## config.mk

```make
export PLATFORM = sky130hd
export DESIGN_NAME = sfc_core
export DESIGN_NICKNAME = d
export VERILOG_FILES = /design/src/core/sfc_pkg.sv /design/src/core/sfc_edge.sv /design/src/core/sfc_core.sv
export SDC_FILE = /design/constraint.sdc
export NUM_CORES = 1
export LEC_CHECK = 0
export BUFFER_PORTS_ARGS = -buffer_cell sky130_fd_sc_hd__buf_4
export CAP_MARGIN = 30
export CORE_ASPECT_RATIO = 1.25
export CORE_UTILIZATION = 47
export DETAILED_ROUTE_END_ITERATION = 8
export GPL_TIMING_DRIVEN = 0
export PLACE_DENSITY = 0.74
export SLEW_MARGIN = 10
export SYNTH_ARGS = -nofsm -noshare
export SYNTH_HDL_FRONTEND = slang
export SYNTH_HIERARCHICAL = 1
export SYNTH_SLANG_ARGS = --single-unit
```

## constraint.sdc

```tcl
create_clock -name CORE_CLK_I -period 2.2 [get_ports CORE_CLK_I]
set_clock_uncertainty 0.1 [all_clocks]
set_input_delay 0.33 -clock CORE_CLK_I [delete_from_list [all_inputs] [get_ports CORE_CLK_I]]
set_output_delay 0.33 -clock CORE_CLK_I [all_outputs]
set_load 0.02 [all_outputs]
```

## src/core/sfc_pkg.sv

```systemverilog
// Package of opcodes, field sizes and reset values for the serial flash command front end.
package sfc_pkg;

	// ==========================================================
	// Opcodes.
	localparam logic [7:0] OPC_SET_WRITE_PERMIT   = 8'h06;
	localparam logic [7:0] OPC_CLEAR_WRITE_PERMIT = 8'h04;
	localparam logic [7:0] OPC_FACTORY_SPEEDUP    = 8'h41;
	localparam logic [7:0] OPC_READ_THREE_BYTE_ID = 8'h9F;
	localparam logic [7:0] OPC_SIGNATURE_OR_WAKE  = 8'hAB;
	localparam logic [7:0] OPC_READ_MAKER_PART    = 8'h90;

	// ==========================================================
	// Frame layout.
	localparam logic [2:0] LAST_BIT_OF_BYTE       = 3'h7;
	localparam logic [1:0] SIGNATURE_DUMMY_LAST   = 2'h2;
	localparam logic [1:0] MAKER_PART_DUMMY_LAST  = 2'h1;
	localparam logic [7:0] ADDR_MAKER_FIRST       = 8'h00;
	localparam logic [7:0] ADDR_PART_FIRST        = 8'h01;
	localparam logic [4:0] LEN_THREE_BYTE_ID      = 5'h18;
	localparam logic [4:0] LEN_MAKER_PART        = 5'h10;
	localparam logic [4:0] LEN_SIGNATURE          = 5'h08;
	localparam logic [4:0] MSB_OF_OUT_WORD        = 5'h17;

	// ==========================================================
	// Reset values.
	localparam logic       RST_WRITE_PERMIT       = 1'b0;
	localparam logic       RST_FACTORY_MODE       = 1'b0;
	localparam logic       RST_OUT_ENABLE_N       = 1'b1;

	// ==========================================================
	// Frame states.
	typedef enum logic [2:0] {
		ST_IDLE     = 3'b000,
		ST_OPCODE   = 3'b001,
		ST_WAIT_END = 3'b010,
		ST_DUMMY    = 3'b011,
		ST_ADDR     = 3'b100,
		ST_OUT      = 3'b101,
		ST_STANDBY  = 3'b110
	} sfc_state_type;

endpackage

```

## src/core/sfc_edge.sv

```systemverilog
// Edge finder for the serial clock and chip select pins.
`timescale 1ns/1ps
module sfc_edge
	import sfc_pkg::*;
(
	// Clock and reset.
	input  wire logic clk_i,
	input  wire logic rst_n_i,
	// Pins.
	input  wire logic sclk_i,
	input  wire logic cs_n_i,
	// Events.
	output logic      sclk_rise_o,
	output logic      sclk_fall_o,
	output logic      cs_fall_o,
	output logic      cs_rise_o
);

	// ==========================================================
	// State.
	typedef struct packed {
		logic sclk;
		logic cs_n;
	} sfc_edge_type;

	sfc_edge_type r_q;
	sfc_edge_type r_d;

	always_comb begin
		r_d      = r_q;
		r_d.sclk = sclk_i;
		r_d.cs_n = cs_n_i;
	end

	// Chip select idles high, so reset holds it high to avoid a false frame end.
	always_ff @(posedge clk_i) begin
		if (!rst_n_i) begin
			r_q.sclk <= 1'b0;
			r_q.cs_n <= 1'b1;
		end else begin
			r_q <= r_d;
		end
	end

	assign sclk_rise_o = sclk_i & ~r_q.sclk;
	assign sclk_fall_o = ~sclk_i & r_q.sclk;
	assign cs_fall_o   = ~cs_n_i & r_q.cs_n;
	assign cs_rise_o   = cs_n_i & ~r_q.cs_n;

endmodule

```

## src/core/sfc_core.sv

```systemverilog
// Serial flash command front end: write permit, factory mode and identity readouts.
`timescale 1ns/1ps
module sfc_core
	import sfc_pkg::*;
#(
	// Identity values; all defaults are arbitrary.
	parameter logic [7:0] MAKER_CODE     = 8'h5A,
	parameter logic [7:0] MEM_TYPE_CODE  = 8'h3C,
	parameter logic [7:0] DENSITY_CODE   = 8'h11,
	parameter logic [7:0] SIGNATURE_CODE = 8'h66,
	parameter logic [7:0] PART_CODE      = 8'h77
) (
	// Clock and reset.
	input  wire logic       CORE_CLK_I,
	input  wire logic       RESETN_I,
	// Serial pins.
	input  wire logic       CS_N_I,
	input  wire logic       SCLK_I,
	input  wire logic       SI_I,
	input  wire logic [2:0] UPPER_MULTI_IO_LINES_I,
	output logic            SO_O,
	output logic            SO_OE_N_O,
	// Array engine status.
	input  wire logic       PROG_ERASE_BUSY_I,
	input  wire logic       STATUS_WRITE_DONE_I,
	input  wire logic       PAGE_PROGRAM_DONE_I,
	input  wire logic       SECTOR_ERASE_DONE_I,
	input  wire logic       HALF_BLOCK_ERASE_DONE_I,
	input  wire logic       BLOCK_ERASE_DONE_I,
	input  wire logic       CHIP_ERASE_DONE_I,
	// Flags and events.
	output logic            WRITE_PERMIT_LATCH_O,
	output logic            FACTORY_MODE_O,
	output logic            WAKE_PULSE_O
);

	// ==========================================================
	// State.
	typedef struct packed {
		sfc_state_type state;
		logic [7:0]    cmd;
		logic [7:0]    shin;
		logic [2:0]    bit_cnt;
		logic [1:0]    byte_cnt;
		logic [23:0]   data;
		logic [4:0]    len;
		logic [4:0]    idx;
		logic          so;
		logic          oe_n;
		logic          write_permit_latch;
		logic          fm;
		logic          wake;
	} sfc_core_type;

	sfc_core_type r_q;
	sfc_core_type r_d;

	logic sclk_rise;
	logic sclk_fall;
	logic cs_fall;
	logic cs_rise;

	// ==========================================================
	// Pin edges.
	// One register stage is enough, since the pins are taken as synchronous to the core clock.
	sfc_edge u_edge (
		.clk_i       (CORE_CLK_I),
		.rst_n_i     (RESETN_I),
		.sclk_i      (SCLK_I),
		.cs_n_i      (CS_N_I),
		.sclk_rise_o (sclk_rise),
		.sclk_fall_o (sclk_fall),
		.cs_fall_o   (cs_fall),
		.cs_rise_o   (cs_rise)
	);

	// Next index of a wrapping readout of the given length.
	function automatic logic [4:0] next_idx(input logic [4:0] idx, input logic [4:0] len);
		next_idx = (idx == len - 5'h01) ? 5'h00 : idx + 5'h01;
	endfunction

	// True for the opcodes that must stand alone between chip select edges.
	function automatic logic is_frame_only(input logic [7:0] opc);
		is_frame_only = (opc == OPC_SET_WRITE_PERMIT) ||
			(opc == OPC_CLEAR_WRITE_PERMIT) ||
			(opc == OPC_FACTORY_SPEEDUP);
	endfunction

	// True for the opcodes whose readout follows dummy bytes.
	function automatic logic has_dummy_bytes(input logic [7:0] opc);
		has_dummy_bytes = (opc == OPC_SIGNATURE_OR_WAKE) ||
			(opc == OPC_READ_MAKER_PART);
	endfunction

	// Maker and part codes in the order chosen by the address byte.
	// Any odd address acts as 01h, so every address gives a defined order.
	function automatic logic [23:0] maker_part_word(input logic [7:0] addr);
		if (addr == ADDR_MAKER_FIRST) begin
			maker_part_word = {MAKER_CODE, PART_CODE, 8'h00};
		end else if (addr == ADDR_PART_FIRST || addr[0]) begin
			maker_part_word = {PART_CODE, MAKER_CODE, 8'h00};
		end else begin
			maker_part_word = {MAKER_CODE, PART_CODE, 8'h00};
		end
	endfunction

	// Next value of a flag; a set in the same cycle beats any clear.
	function automatic logic flag_next(input logic q, input logic do_set, input logic do_clr);
		if (do_set) begin
			flag_next = 1'b1;
		end else if (do_clr) begin
			flag_next = 1'b0;
		end else begin
			flag_next = q;
		end
	endfunction

	// ==========================================================
	// Next state.
	logic [7:0] byte_in;
	logic       byte_done;
	logic       wel_set;
	logic       wel_clr;
	logic       fm_set;
	logic       fm_clr;

	always_comb begin
		r_d       = r_q;
		r_d.wake  = 1'b0;
		wel_set   = 1'b0;
		wel_clr   = 1'b0;
		fm_set    = 1'b0;
		byte_in   = {r_q.shin[6:0], SI_I};
		byte_done = (r_q.bit_cnt == LAST_BIT_OF_BYTE);
		// The upper multi-purpose lines are never read.
		if (cs_rise) begin
			// Frame end: only a whole opcode with nothing after it executes.
			if (r_q.state == ST_WAIT_END && is_frame_only(r_q.cmd)) begin
				if (r_q.cmd == OPC_SET_WRITE_PERMIT) begin
					wel_set = 1'b1;
				end else if (r_q.cmd == OPC_CLEAR_WRITE_PERMIT) begin
					wel_clr = 1'b1;
				end else if (r_q.cmd == OPC_FACTORY_SPEEDUP) begin
					fm_set = 1'b1;
				end
			end
			// Signature opcode alone is the wake command.
			if (r_q.state == ST_DUMMY && r_q.cmd == OPC_SIGNATURE_OR_WAKE &&
				r_q.byte_cnt == 2'h0 && r_q.bit_cnt == 3'h0) begin
				r_d.wake = 1'b1;
			end
			r_d.state = ST_IDLE;
			r_d.oe_n  = 1'b1;
		end else if (cs_fall) begin
			// A new frame restarts the counters, so a cut frame leaves nothing behind.
			r_d.state    = ST_OPCODE;
			r_d.bit_cnt  = 3'h0;
			r_d.byte_cnt = 2'h0;
			r_d.oe_n     = 1'b1;
		end else if (!CS_N_I && sclk_rise) begin
			// Inputs are taken on the rising clock edge.
			r_d.shin    = byte_in;
			r_d.bit_cnt = r_q.bit_cnt + 3'h1;
			case (r_q.state)
				ST_OPCODE: begin
					if (byte_done) begin
						// The readout index restarts so every readout opens with its first bit.
						r_d.cmd = byte_in;
						r_d.idx = 5'h00;
						if (is_frame_only(byte_in)) begin
							r_d.state = ST_WAIT_END;
						end else if (byte_in == OPC_READ_THREE_BYTE_ID) begin
							// A busy array engine leaves this opcode undecoded.
							if (PROG_ERASE_BUSY_I) begin
								r_d.state = ST_STANDBY;
							end else begin
								r_d.state = ST_OUT;
								r_d.data  = {MAKER_CODE, MEM_TYPE_CODE, DENSITY_CODE};
								r_d.len   = LEN_THREE_BYTE_ID;
							end
						end else if (has_dummy_bytes(byte_in)) begin
							r_d.state = ST_DUMMY;
						end else begin
							r_d.state = ST_STANDBY;
						end
					end
				end
				ST_WAIT_END: begin
					// Any bit after the opcode breaks the byte boundary.
					r_d.state = ST_STANDBY;
				end
				ST_DUMMY: begin
					if (byte_done) begin
						r_d.byte_cnt = r_q.byte_cnt + 2'h1;
						if (r_q.cmd == OPC_SIGNATURE_OR_WAKE &&
							r_q.byte_cnt == SIGNATURE_DUMMY_LAST) begin
							r_d.state = ST_OUT;
							r_d.data  = {SIGNATURE_CODE, 16'h0000};
							r_d.len   = LEN_SIGNATURE;
						end else if (r_q.cmd == OPC_READ_MAKER_PART &&
							r_q.byte_cnt == MAKER_PART_DUMMY_LAST) begin
							r_d.state = ST_ADDR;
						end
					end
				end
				ST_ADDR: begin
					if (byte_done) begin
						r_d.state = ST_OUT;
						r_d.len   = LEN_MAKER_PART;
						r_d.data  = maker_part_word(byte_in);
					end
				end
				ST_IDLE: begin
					// Clock activity without a frame start is ignored.
					r_d.state = ST_IDLE;
				end
				ST_OUT: begin
					// Input bits during a readout are don't-care.
					r_d.state = ST_OUT;
				end
				ST_STANDBY: begin
					r_d.state = ST_STANDBY;
				end
				default: begin
					// An unused state encoding falls back to idle.
					r_d.state = ST_IDLE;
				end
			endcase
		end else if (!CS_N_I && sclk_fall && r_q.state == ST_OUT) begin
			// Output changes on the falling edge, MSB first, wrapping.
			r_d.so   = r_q.data[MSB_OF_OUT_WORD - r_q.idx];
			r_d.oe_n = 1'b0;
			r_d.idx  = next_idx(r_q.idx, r_q.len);
		end
		// Completions clear the flags (a status write clears only the write permit), but a set in the same cycle wins.
		wel_clr = wel_clr | STATUS_WRITE_DONE_I | PAGE_PROGRAM_DONE_I |
			SECTOR_ERASE_DONE_I | HALF_BLOCK_ERASE_DONE_I |
			BLOCK_ERASE_DONE_I | CHIP_ERASE_DONE_I;
		fm_clr = PAGE_PROGRAM_DONE_I | SECTOR_ERASE_DONE_I |
			HALF_BLOCK_ERASE_DONE_I | BLOCK_ERASE_DONE_I |
			CHIP_ERASE_DONE_I;
		r_d.write_permit_latch = flag_next(r_q.write_permit_latch, wel_set, wel_clr);
		r_d.fm  = flag_next(r_q.fm, fm_set, fm_clr);
	end

	// ==========================================================
	// Registers.
	always_ff @(posedge CORE_CLK_I) begin
		if (!RESETN_I) begin
			r_q.state    <= ST_IDLE;
			r_q.cmd      <= '0;
			r_q.shin     <= '0;
			r_q.bit_cnt  <= '0;
			r_q.byte_cnt <= '0;
			r_q.data     <= '0;
			r_q.len      <= '0;
			r_q.idx      <= '0;
			r_q.so       <= 1'b0;
			r_q.oe_n     <= RST_OUT_ENABLE_N;
			r_q.write_permit_latch      <= RST_WRITE_PERMIT;
			r_q.fm       <= RST_FACTORY_MODE;
			r_q.wake     <= 1'b0;
		end else begin
			r_q <= r_d;
		end
	end

	// ==========================================================
	// Outputs.
	// Every output comes straight from a register, so nothing glitches at the pins.
	assign SO_O                 = r_q.so;
	assign SO_OE_N_O            = r_q.oe_n;
	assign WRITE_PERMIT_LATCH_O = r_q.write_permit_latch;
	assign FACTORY_MODE_O       = r_q.fm;
	assign WAKE_PULSE_O         = r_q.wake;

endmodule

```

# Word level (Yosys, flattened, before mapping)
# Index checks and enable logic that the tools add are counted.
word_totals:
  regBits: 65
  input_bits: 15
  output_inout_bits: 5
  wordCells: 168
op_classes:
  add_sub_neg: 5
  n_lt_le_gt_ge: 1
  eq_ne: 36
  mux: 48
  bitwise_logic: 22
  reduce_logical: 40
op_table:
  columns: ["operator", "n"]
  rows:
  - ["$mux 29", 5]
  - ["$pmux 29 s3", 1]
  - ["$mux 51", 1]
  - ["$mux 22", 2]
  - ["$eq 8x8->1 const B", 5]
  - ["$mux 34", 1]
  - ["$eq 8x3->1 const B", 4]
  - ["$mux 31", 1]
  - ["$mux 3", 7]
  - ["$mux 5", 4]
  - ["$reduce_and 5->1", 4]
  - ["$mux 1", 19]
  - ["$eq 8x7->1 const B", 2]
  - ["$pmux 3 s5", 1]
  - ["$ne 2x2->1 const B", 7]
  - ["$eq 3x3->1 const B", 4]
  - ["$reduce_bool 2->1", 6]
  - ["$mux 11", 1]
  - ["$reduce_and 11->1", 1]
  - ["$or 1x1->1", 10]
  - ["$logic_and 1x1->1", 9]
  - ["$ne 3x3->1 const B", 3]
  - ["$eq 8x1->1 const B", 1]
  - ["$logic_not 8->1", 1]
  - ["other kinds (30)", 52]

# Depth between registers and ports, before layout
# Gate-level depths: netlist of run 1.
logic_depth:
  ltp_word: 14
  mapped_depth: 8
  depth_no_buf: 7

# Hierarchy
# The synthesis of run 1 kept the hierarchy.
modules_own_cells:
  columns: ["mod", "n_inst", "cells_per_inst", "area_per_inst_um2", "seq_area_each_um2"]
  rows:
  - ["sfc_core", 1, 275, 2292.2, 860.8]
  - ["sfc_edge", 1, 8, 77.6, 40.0]

# Least setup slack after synthesis of run 1
# Ideal clock, no wire load.
synth_timing:
  kind: "flip-flop to flip-flop"
  from: "register r_q[62] (netlist name)"
  to: "register r_q[26] (netlist name)"
  setup_time_ps: 128
  arrival_time_ps: 1900
  t_required_ps: 1972
  slack_ps: 73
  path_stages_with_launch: 8
  n_path_buf: 2
  period_less_slack_ps: 2127
  path_cell_list: "dfxtp_1 buf_6 or3b_1 or4_4 a31oi_4 buf_6 mux2i_1 nor2_1"
synth_via:
  elab_chain_len: 3
  elab_cells_between_ends: 13
  classes_between: "eq/ne: 10; mux: 1; reduce/logical: 2"
synth_rtl:
  columns: ["element", "line", "text"]
  rows:
  - ["start: declaration", "sfc_core.sv:55", "sfc_core_type r_q;"]
  - ["start signal: assignment", "sfc_core.sv:264", "r_q <= r_d;"]
  - ["$eq 3x1->1 (tied with other cells)", "sfc_core.sv:164", "case (r_q.state)"]
  - ["$ne 2x2->1 (no source line) (tied with other cells)", null, null]
  - ["$reduce_and 11->1 (no source line)", null, null]
# Parallel ways exist; a longest one is shown, timed or not.
# A chain may end at the register's enable or synchronous reset.

# Worst setup path after layout of run 1
layout_timing:
  from: "register r_q[62] (netlist name)"
  to: "register r_q[23] (netlist name)"
# The elaborated chain is that of the path after synthesis.

==> flow_summary.ini, run 1 <==
[worst_setup_path]
critPathCaptureType = flip-flop
worst-setup-path-type = reg2reg
r2r_slack_ps = 80
crit_required_ps = 2270
arrival_ps = 2190
critPathMaxFanout = 10
critPathLaunchType = flip-flop

[drt]
drc = 0
vias_per_cell = 5.74
detail_route.wirelength_mm = 5.58
wl_per_cell_um = 15.0
first_pass_iters = 4
ant_nets = 0
first_iter_violations = 123
vias = 2135

[logic_synthesis]
synth_ff_type = dfxtp_1
avgSynthCellArea_um2 = 8.37
synth_top_family_by_area = simple AND/OR/NAND/NOR gates
ys_seq_area_frac = 0.380
synth_compound_area_frac = 0.184
synth_xor_area_frac = 0.00370
synth-async-reset-ratio = 0
synth_largest_area_cell = dfxtp_1
yosys_warnings = 6
yosysMostFrequentCell = dfxtp_1
synth.top_cell.area_share = 0.380
synth_edf_count = 0
synthCells = 283
yosys.area_share.simple = 0.286
synthAdderAreaFrac = 0.0370
ys_types = 56
ys_ff_latch = 45
synthMuxAreaShare = 0.0644
synthTopCellsByCount = 45 x dfxtp_1, 33 x nand2_1, 30 x nor2_1
syn_area_mm2 = 0.00237
syn_nets = 305
synthTopCellsByArea = dfxtp_1 38%, mux2i_1 5.5%, nand2_1 5.2%

[final_layout]
area.sequential_um2 = 901
multi_input_area_mm2 = 0.00140
fillers = 460
final_nets = 333
drive_gt1_frac = 0.138
area_growth_pct = 14.7
fin_util = 0.566
finalNonFillerCells = 372
antennaDiodeCount = 0

[timing]
fin_ws_ps = 84.6
finalSetupViolCount = 0
fmax_mhz = 473
hold_violations = 0
totalNegativeSetupSlack_ps = 0
worst_pin_slew_ps = 695
fin_crit_sh = 0.962
slew_violations = 0
relSlewSlack = 0.536
period_minus_slack_ps = 2120
hold_ws_ps = 129

[placed_design]
hpwl_mm = 4.10
pre_cts_ws_ps = -470
gp_congestion = 0.890
io_buffers = 15
dp.cells = 358

[cts]
cts.hold.buffers_added = 0
path_clk_slew_ps = 80
htreeDepth = 2
insertion_delay_ps = 300
root_buffer = clkbuf_8
clk_path_buf_depth = 2
cts_buffers = 5
cts.sink_count = 45
cts_tree = built

[status]
outcome = finished clean

[power]
vdd_drop_max_mv = 0.468
p_leak_nw = 0.998
p_per_area_mw_per_mm2 = 523

[job]
maxCapViolations = 0

[global_route]
antenna_found_initial = 0
track_usage = 0.228
grt_pass1_vias = 1928
grt_max_degree = 14
grt_pass1_wl_mm = 9.17
grt-ovfl-total = 0

[floorplan]
die_w_um = 65.5
fp.coreArea_mm2 = 0.00480
io_pins = 20
start_util = 0.494
rows = 28
dieHeight_um = 81.4
dieArea_mm2 = 0.00533

[worst_hold_path]
hold_path.class = in2reg
[worst max-delay path, stage by stage, from the launching register on]
cell and delay (ps):
dfxtp_1 310, buf_6 130, or3b_1 380, or4_4 450
a31oi_4 230, buf_4 150, mux2i_1 180, nor2_1 50
[kinds of logic (layout without fill, tap and decap cells)]
kind of cell,Yosys count,count (layout)
muxes,15,15
and+or+nand+nor,128,128
DFF,45,45
buffers and inverters,24,53
AOI/OAI and AO/OA,63,63
adders and majority gates,7,7
xor gates and xnor gates,1,1
[metrics by stage]
step | total power [mW] | instance area (µm²)
floorplan | 0.900 | 2370
global placement | 0.937 | 2560
detailed placement | 0.938 | 2560
CTS | 1.42 | 2650
global route | 1.48 | 2720
finish | 1.42 | 2720
[report_power, final]
group	total (mW)	internal [mW]	switching [mW]	leakage [nW]
clock network	0.494	0.220	0.274	0.0450
registers	0.824	0.819	0.00458	0.363
logic	0.102	0.0363	0.0654	0.589
[final timing paths]
kind | from | to | cells past startpoint
max | r_q[62]$_SDFFE_PP0P_ | r_q[23]$_SDFFE_PN0P_ | 7
min | RESETN_I | u_edge/r_q[0]$_SDFF_PN1_ | 2
max reg2reg | r_q[62]$_SDFFE_PP0P_ | r_q[23]$_SDFFE_PN0P_ | 7
min reg2reg | r_q[19]$_SDFFE_PN0P_ | r_q[19]$_SDFFE_PN0P_ | 2
[sequential cells by signal (all words and copies together), names as in the netlist]
register / cells
SO_O: 1
FACTORY_MODE_O: 1
WAKE_PULSE_O: 1
r_q: 31
u_edge/r_q: 2
WRITE_PERMIT_LATCH_O: 1
byte_in: 7
SO_OE_N_O: 1
[per-layer routing]
metal | routed length, µm | GRT usage
met5 | 0 | 0
met4 | 102 | 0.102
met3 | 236 | 0.0393
met2 | 2790 | 0.404
met1 | 2450 | 0.265
[layout by cell type (no fill, tap or decap), types with 2 or more instances in the layout]
| master | count |
|---|---|
| clkinv_2 | 2 |
| nand2b_1 | 9 |
| clkbuf_1 | 13 |
| and4_1 | 2 |
| a311oi_1 | 2 |
| a41oi_1 | 2 |
| buf_4 | 20 |
| nand3b_1 | 3 |
| a41o_1 | 2 |
| ha_1 | 7 |
| buf_6 | 2 |
| and3b_1 | 2 |
| mux2_2 | 2 |
| a31oi_1 | 3 |
| nand2_1 | 33 |
| o32ai_1 | 3 |
| inv_1 | 9 |
| dfxtp_1 | 45 |
| and4b_1 | 2 |
| nor3b_1 | 3 |
| nand3_1 | 10 |
| o211a_1 | 2 |
| a21o_1 | 2 |
| mux2i_1 | 13 |
| o21ai_0 | 8 |
| nand4_1 | 5 |
| nor2_1 | 29 |
| clkbuf_8 | 5 |
| a21oi_1 | 23 |
| nor4_1 | 4 |
| nor3_1 | 4 |
| nor2b_1 | 6 |
| a22oi_1 | 2 |
| and2_1 | 3 |
| nor2_2 | 2 |
[cell type report]
type | count | area share
Multi-Input combinational cell | 214 | 0.515
Sequential cell | 45 | 0.331
Clock buffer | 6 | 0.0267
Buffer | 14 | 0.0249
Timing Repair Buffer | 21 | 0.0571
Inverter | 10 | 0.0138
Tap cell | 60 | 0.0276
Clock inverter | 2 | 0.00368
[repair_timing]
| item | 4_1_cts | 5_1_grt |
|---|---|---|
| pin swaps | 1 | 4 |
| hold endpoints to repair | 0 | 0 |
| gates resized for setup | 1 | 6 |
| buffers inserted | 1 | 4 |
| cloned | 0 | 1 |
| setup endpoints to repair | 18 | 15 |
No activity file was read; power rests on OpenSTA's default activity.
==> run 2: changes to the inputs <==
--- a/config.mk
+++ b/config.mk
@@ -15,5 +15,4 @@
 export SLEW_MARGIN = 10
 export SYNTH_ARGS = -nofsm -noshare
 export SYNTH_HDL_FRONTEND = slang
-export SYNTH_HIERARCHICAL = 1
 export SYNTH_SLANG_ARGS = --single-unit
==> constraint.sdc (replaced) <==
create_clock -name CORE_CLK_I -period 2.2 [get_ports CORE_CLK_I]
set_clock_uncertainty 0.1 [all_clocks]
set_input_delay 0.22 -clock CORE_CLK_I [delete_from_list [all_inputs] [get_ports CORE_CLK_I]]
set_output_delay 0.22 -clock CORE_CLK_I [all_outputs]
set_load 0.02 [all_outputs]
==> flow_summary.ini, run 2 <==
[cts]
path_clk_slew_ps = 80
insertion_delay_ps = 300
htreeDepth = 2
clk_path_buf_depth = 2
cts.sink_count = 45
root_buffer = clkbuf_8
cts_tree = built
cts.hold.buffers_added = 0
cts_buffers = 5

[placed_design]
gp_congestion = 0.851
hpwl_mm = 4.03
io_buffers = 15
pre_cts_ws_ps = -455
dpl_cell_area_mm2 = 0.00258

[timing]
totalNegativeSetupSlack_ps = -326
period_minus_slack_ps = 2390
rsz0062_at_grt = yes
slew_violations = 0
finalSetupViolCount = 2
fin_crit_sh = 1.08
worst_pin_slew_ps = 533
fin_ws_ps = -185
fmax_mhz = 419
relSlewSlack = 0.643
hold_violations = 0

[floorplan]
start_util = 0.496
io_pins = 20
rows = 28
dieArea_mm2 = 0.00539
die_w_um = 65.9
dieHeight_um = 81.9
fp.coreArea_mm2 = 0.00483

[drt]
vias_per_cell = 5.78
ant_nets = 0
wl_per_cell_um = 14.8
detail_route.wirelength_mm = 5.61
drc = 0
first_iter_violations = 134
vias = 2198
first_pass_iters = 4

[final_layout]
largest_reg_flops = 31
area_growth_pct = 17.5
final_nets = 344
drive_gt1_frac = 0.169
antennaDiodeCount = 0
fin_util = 0.583
top_register = r_q
fin_area_mm2 = 0.00282
fillers = 451
layout_common_cells = 42 x dfxtp_1, 39 x nand2_1, 26 x nor2_1
final_common_cell = dfxtp_1

[global_route]
antenna_found_initial = 0
grt_util_met3 = 0.0472
grt_max_degree = 14
met2_usage = 0.410
globalRouteMet1Util = 0.262
grt-busiest-layer = met2
grt_pass1_wl_mm = 9.25
track_usage = 0.227
grt_pass1_vias = 2029
grt-ovfl-total = 0

[power]
internal_power_mw = 1.19
p_leak_nw = 0.996
p_per_area_mw_per_mm2 = 549
vdd_drop_max_mv = 0.396
clkPwrFrac = 0.395
pwr-share-comb = 0.072
p_switching_mw = 0.352
switching_share = 0.228
finalPower_mw = 1.55
seqPwrFrac = 0.533

[logic_synthesis]
synthTopCellsByArea = dfxtp_1 38%, nand2_1 6.1%, a21oi_1 4.8%
synth_edf_count = 0
yosysMostFrequentCell = dfxtp_1
synthTopCellsByCount = 45 x dfxtp_1, 39 x nand2_1, 27 x nor2_1
synth.top_cell.area_share = 0.376
synth-async-reset-ratio = 0
synth_ff_type = dfxtp_1
avgSynthCellArea_um2 = 8.21
syn_nets = 316
synthCells = 292
ys_ff_latch = 45
syn_area_mm2 = 0.00240
synth_largest_area_cell = dfxtp_1
ys_types = 48
ys_seq_area_frac = 0.376
yosys_warnings = 0

[status]
violations = negative setup slack
outcome = finished with violations

[worst_setup_path]
crit_required_ps = 2320
critPathMaxFanout = 2
critPathCaptureType = flip-flop
reg2reg_depth = 5
worst-setup-path-type = reg2reg
arrival_ps = 2510
critPathLaunchType = flip-flop

[job]
maxCapViolations = 0

[worst_hold_path]
hold_depth = 2
hold_path.class = in2reg
==> run 2: cell count changes after synthesis, moves of 4 or more <==
cell,previous run,this run
clkbuf_1,12,17
nand2_1,33,39
and3_1,0,4
nand2b_1,9,3
mux2i_1,13,8
a211oi_1,1,5
o21a_1,0,4
nand3_1,11,16
==> run 2: stage by stage <==
step | std cells | hold slack (ps)
6_report | 380 | 43.9
5_1_grt | 380 | 41.0
4_1_cts | 378 | 33.1
3_5_place_dp | 367 | 353
3_3_place_gp | 367 | 345
2_1_floorplan | 292 | 220
==> run 2: per-layer routing <==
layer  vias up  routed length, µm
met5         -                  0
met4         0                 68
met3         7                184
met2        31               2850
met1      1050               2510
li1       1110                  -
==> run 2: path summary, 6_finish.rpt <==
check | startpoint | endpoint | slack, ps
worst max-delay path | r_q[53]$_SDFFE_PN0P_ | r_q[60]$_SDFFE_PP0P_ | -190
worst min-delay path | SCLK_I | u_edge.r_q[1]$_SDFF_PN0_ | 40
worst max register to register | r_q[53]$_SDFFE_PN0P_ | r_q[60]$_SDFFE_PP0P_ | -190
worst min register to register | SO_O$_SDFFE_PN0P_ | SO_O$_SDFFE_PN0P_ | 360
==> run 2: final cells by class <==
class	instances	area, µm²	area share
buffer	18	77.6	0.0275
clock buffer	5	68.8	0.0244
clock inverter	2	35.0	0.0124
inverter	13	48.8	0.0173
multi-input combinational	216	1450	0.514
sequential	45	905	0.321
tap	60	75.1	0.0267
timing repair buffer	21	158	0.0560
==> run 2: repair_timing <==
action | in CTS | in global routing
resized for setup | 14 | 12
pin swaps | 4 | 2
setup buffers | 4 | 2
endpoints found under the setup margin | 23 | 25
==> run 2: power by group through the flow <==
stage / registers, mW / clock network (mW) / logic, mW
4_1_cts: 0.824 / 0.621 / 0.109
2_1_floorplan: 0.842 / 0 / 0.0635
3_3_place_gp: 0.842 / 0 / 0.0999
6_report: 0.824 / 0.610 / 0.112
3_5_place_dp: 0.843 / 0 / 0.101
5_1_grt: 0.825 / 0.655 / 0.122
==> run 2: logic make-up (layout without fill, tap and decap cells) <==
group,count (synthesis),after routing,synth area share
and+or+nand+nor,133,133,0.291
AOI/OAI and AO/OA,61,61,0.172
DFF,45,45,0.376
buffers and inverters,31,59,0.0491
muxes,12,12,0.0616
adders and majority gates,9,9,0.0470
xor gates and xnor gates,1,1,0.00365
==> run 2: worst max-delay path, cell delays in order, from the launching register on <==
cell     delay (ps)
dfxtp_2         330
or4_1           520
or4_4           440
a211o_1         290
or4b_1          500
o22ai_1         120
==> run 3: changes to the inputs <==
--- a/config.mk
+++ b/config.mk
@@ -12,6 +12,7 @@
 export DETAILED_ROUTE_END_ITERATION = 8
 export GPL_TIMING_DRIVEN = 0
 export PLACE_DENSITY = 0.74
+export RECOVER_POWER = 100
 export SLEW_MARGIN = 10
 export SYNTH_ARGS = -nofsm -noshare
 export SYNTH_HDL_FRONTEND = slang
==> flow_summary.ini, run 3 (same netlist as run 2, synthesis figures left out) <==
[global_route]
track_usage = 0.227
grt-ovfl-total = 0
grt_max_degree = 14
grt_pass1_wl_mm = 9.25
antenna_found_initial = 0
grt_pass1_vias = 2029

[cts]
cts_tree = built
cts_buffers = 5
cts.sink_count = 45
clk_path_buf_depth = 2
insertion_delay_ps = 300
htreeDepth = 2
path_clk_slew_ps = 80
root_buffer = clkbuf_8

[worst_hold_path]
hold_path.class = in2reg

[final_layout]
area_growth_pct = 16.4
top_register = r_q
largest_reg_flops = 31
fillers = 456
layout_common_cells = 42 x dfxtp_1, 39 x nand2_1, 26 x nor2_1
drive_gt1_frac = 0.150
final_nets = 344
final_common_cell = dfxtp_1
fin_area_mm2 = 0.00279
antennaDiodeCount = 0

[worst_setup_path]
critPathCaptureType = flip-flop
critPathMaxFanout = 2
critPathLaunchType = flip-flop
worst-setup-path-type = reg2reg
arrival_ps = 2510
crit_required_ps = 2320

[drt]
detail_route.wirelength_mm = 5.64
vias = 2210
first_pass_iters = 4
first_iter_violations = 126
drc = 0
vias_per_cell = 5.82
ant_nets = 0
wl_per_cell_um = 14.8

[placed_design]
gp_congestion = 0.851
io_buffers = 15
hpwl_mm = 4.03
dpl_cell_area_mm2 = 0.00258

[timing]
totalNegativeSetupSlack_ps = -422
fin_crit_sh = 1.09
worst_pin_slew_ps = 536
relSlewSlack = 0.641
finalSetupViolCount = 6
slew_violations = 0
fmax_mhz = 418
fin_ws_ps = -191
rsz0062_at_grt = yes
period_minus_slack_ps = 2390
hold_violations = 0

[power]
p_leak_nw = 0.970
seqPwrFrac = 0.533
internal_power_mw = 1.19
pwr-share-comb = 0.072
p_switching_mw = 0.354
vdd_drop_max_mv = 0.396
switching_share = 0.229
p_per_area_mw_per_mm2 = 554
clkPwrFrac = 0.395

[floorplan]
fp.coreArea_mm2 = 0.00483
start_util = 0.496
io_pins = 20
die_w_um = 65.9
dieHeight_um = 81.9
rows = 28
dieArea_mm2 = 0.00539

[job]
maxCapViolations = 0

[status]
outcome = finished with violations
violations = negative setup slack
==> run 3: cell types whose count changed in the layout (fill, tap and decap cells not counted), sizes merged <==
cell,change
buf,-8
clkbuf,+8
==> run 3: through the flow <==
step                hold WS (ps)  setup WS, ps  utilization  power, mW  instances
CTS                         33.1          -217        0.577       1.55        378
finish                      42.1          -191        0.577       1.55        380
floorplan                    220         -82.9            -      0.905        292
global route                41.0          -222        0.577       1.60        380
global placement             345          -442        0.535      0.942        367
detailed placement           353          -455        0.535      0.944        367
==> run 3: what timing repair did <==
action	4_1_cts	5_1_grt
gates resized for setup	14	12
setup endpoints to repair	23	25
hold buffers	0	0
pin swaps	4	2
setup buffers	4	2
==> run 3: final cells by class <==
type                            instances  area, µm²  area share
Clock inverter                          2       35.0      0.0126
Timing Repair Buffer                   21        135      0.0484
Buffer                                 18       75.1      0.0269
Sequential cell                        45        905       0.324
Tap cell                               60       75.1      0.0269
Inverter                               13       48.8      0.0175
Multi-Input combinational cell        216       1450       0.519
Clock buffer                            5       68.8      0.0247
==> run 3: power by group through the flow <==
stage / sequential [mW] / clock [mW] / combinational, mW
after global routing: 0.825 / 0.655 / 0.122
final: 0.824 / 0.611 / 0.112
after detailed placement: 0.843 / 0 / 0.101
after global placement: 0.842 / 0 / 0.0999
after floorplan: 0.842 / 0 / 0.0635
after CTS: 0.824 / 0.621 / 0.109
==> run 3: worst paths after layout <==
kind / start / endpoint / slack [ps] / depth (start not counted)
max: r_q[53]$_SDFFE_PN0P_ / r_q[60]$_SDFFE_PP0P_ / -190 / 5
min: SCLK_I / u_edge.r_q[1]$_SDFF_PN0_ / 40 / 2
max reg2reg: r_q[53]$_SDFFE_PN0P_ / r_q[60]$_SDFFE_PP0P_ / -190 / 5
min reg2reg: SO_O$_SDFFE_PN0P_ / SO_O$_SDFFE_PN0P_ / 360 / 2
==> run 3: critical path, stage by stage, from the launching register on <==
cell	delay, ps
dfxtp_2	330
or4_1	530
or4_4	440
a211o_1	290
or4b_1	500
o22ai_1	120
==> run 3: per-layer routing <==
metal	global-route usage	part of all wire	wire, µm
met5	0	0	0
met4	0.0761	0.012	68
met3	0.0472	0.034	190
met2	0.410	0.51	2860
met1	0.262	0.45	2520
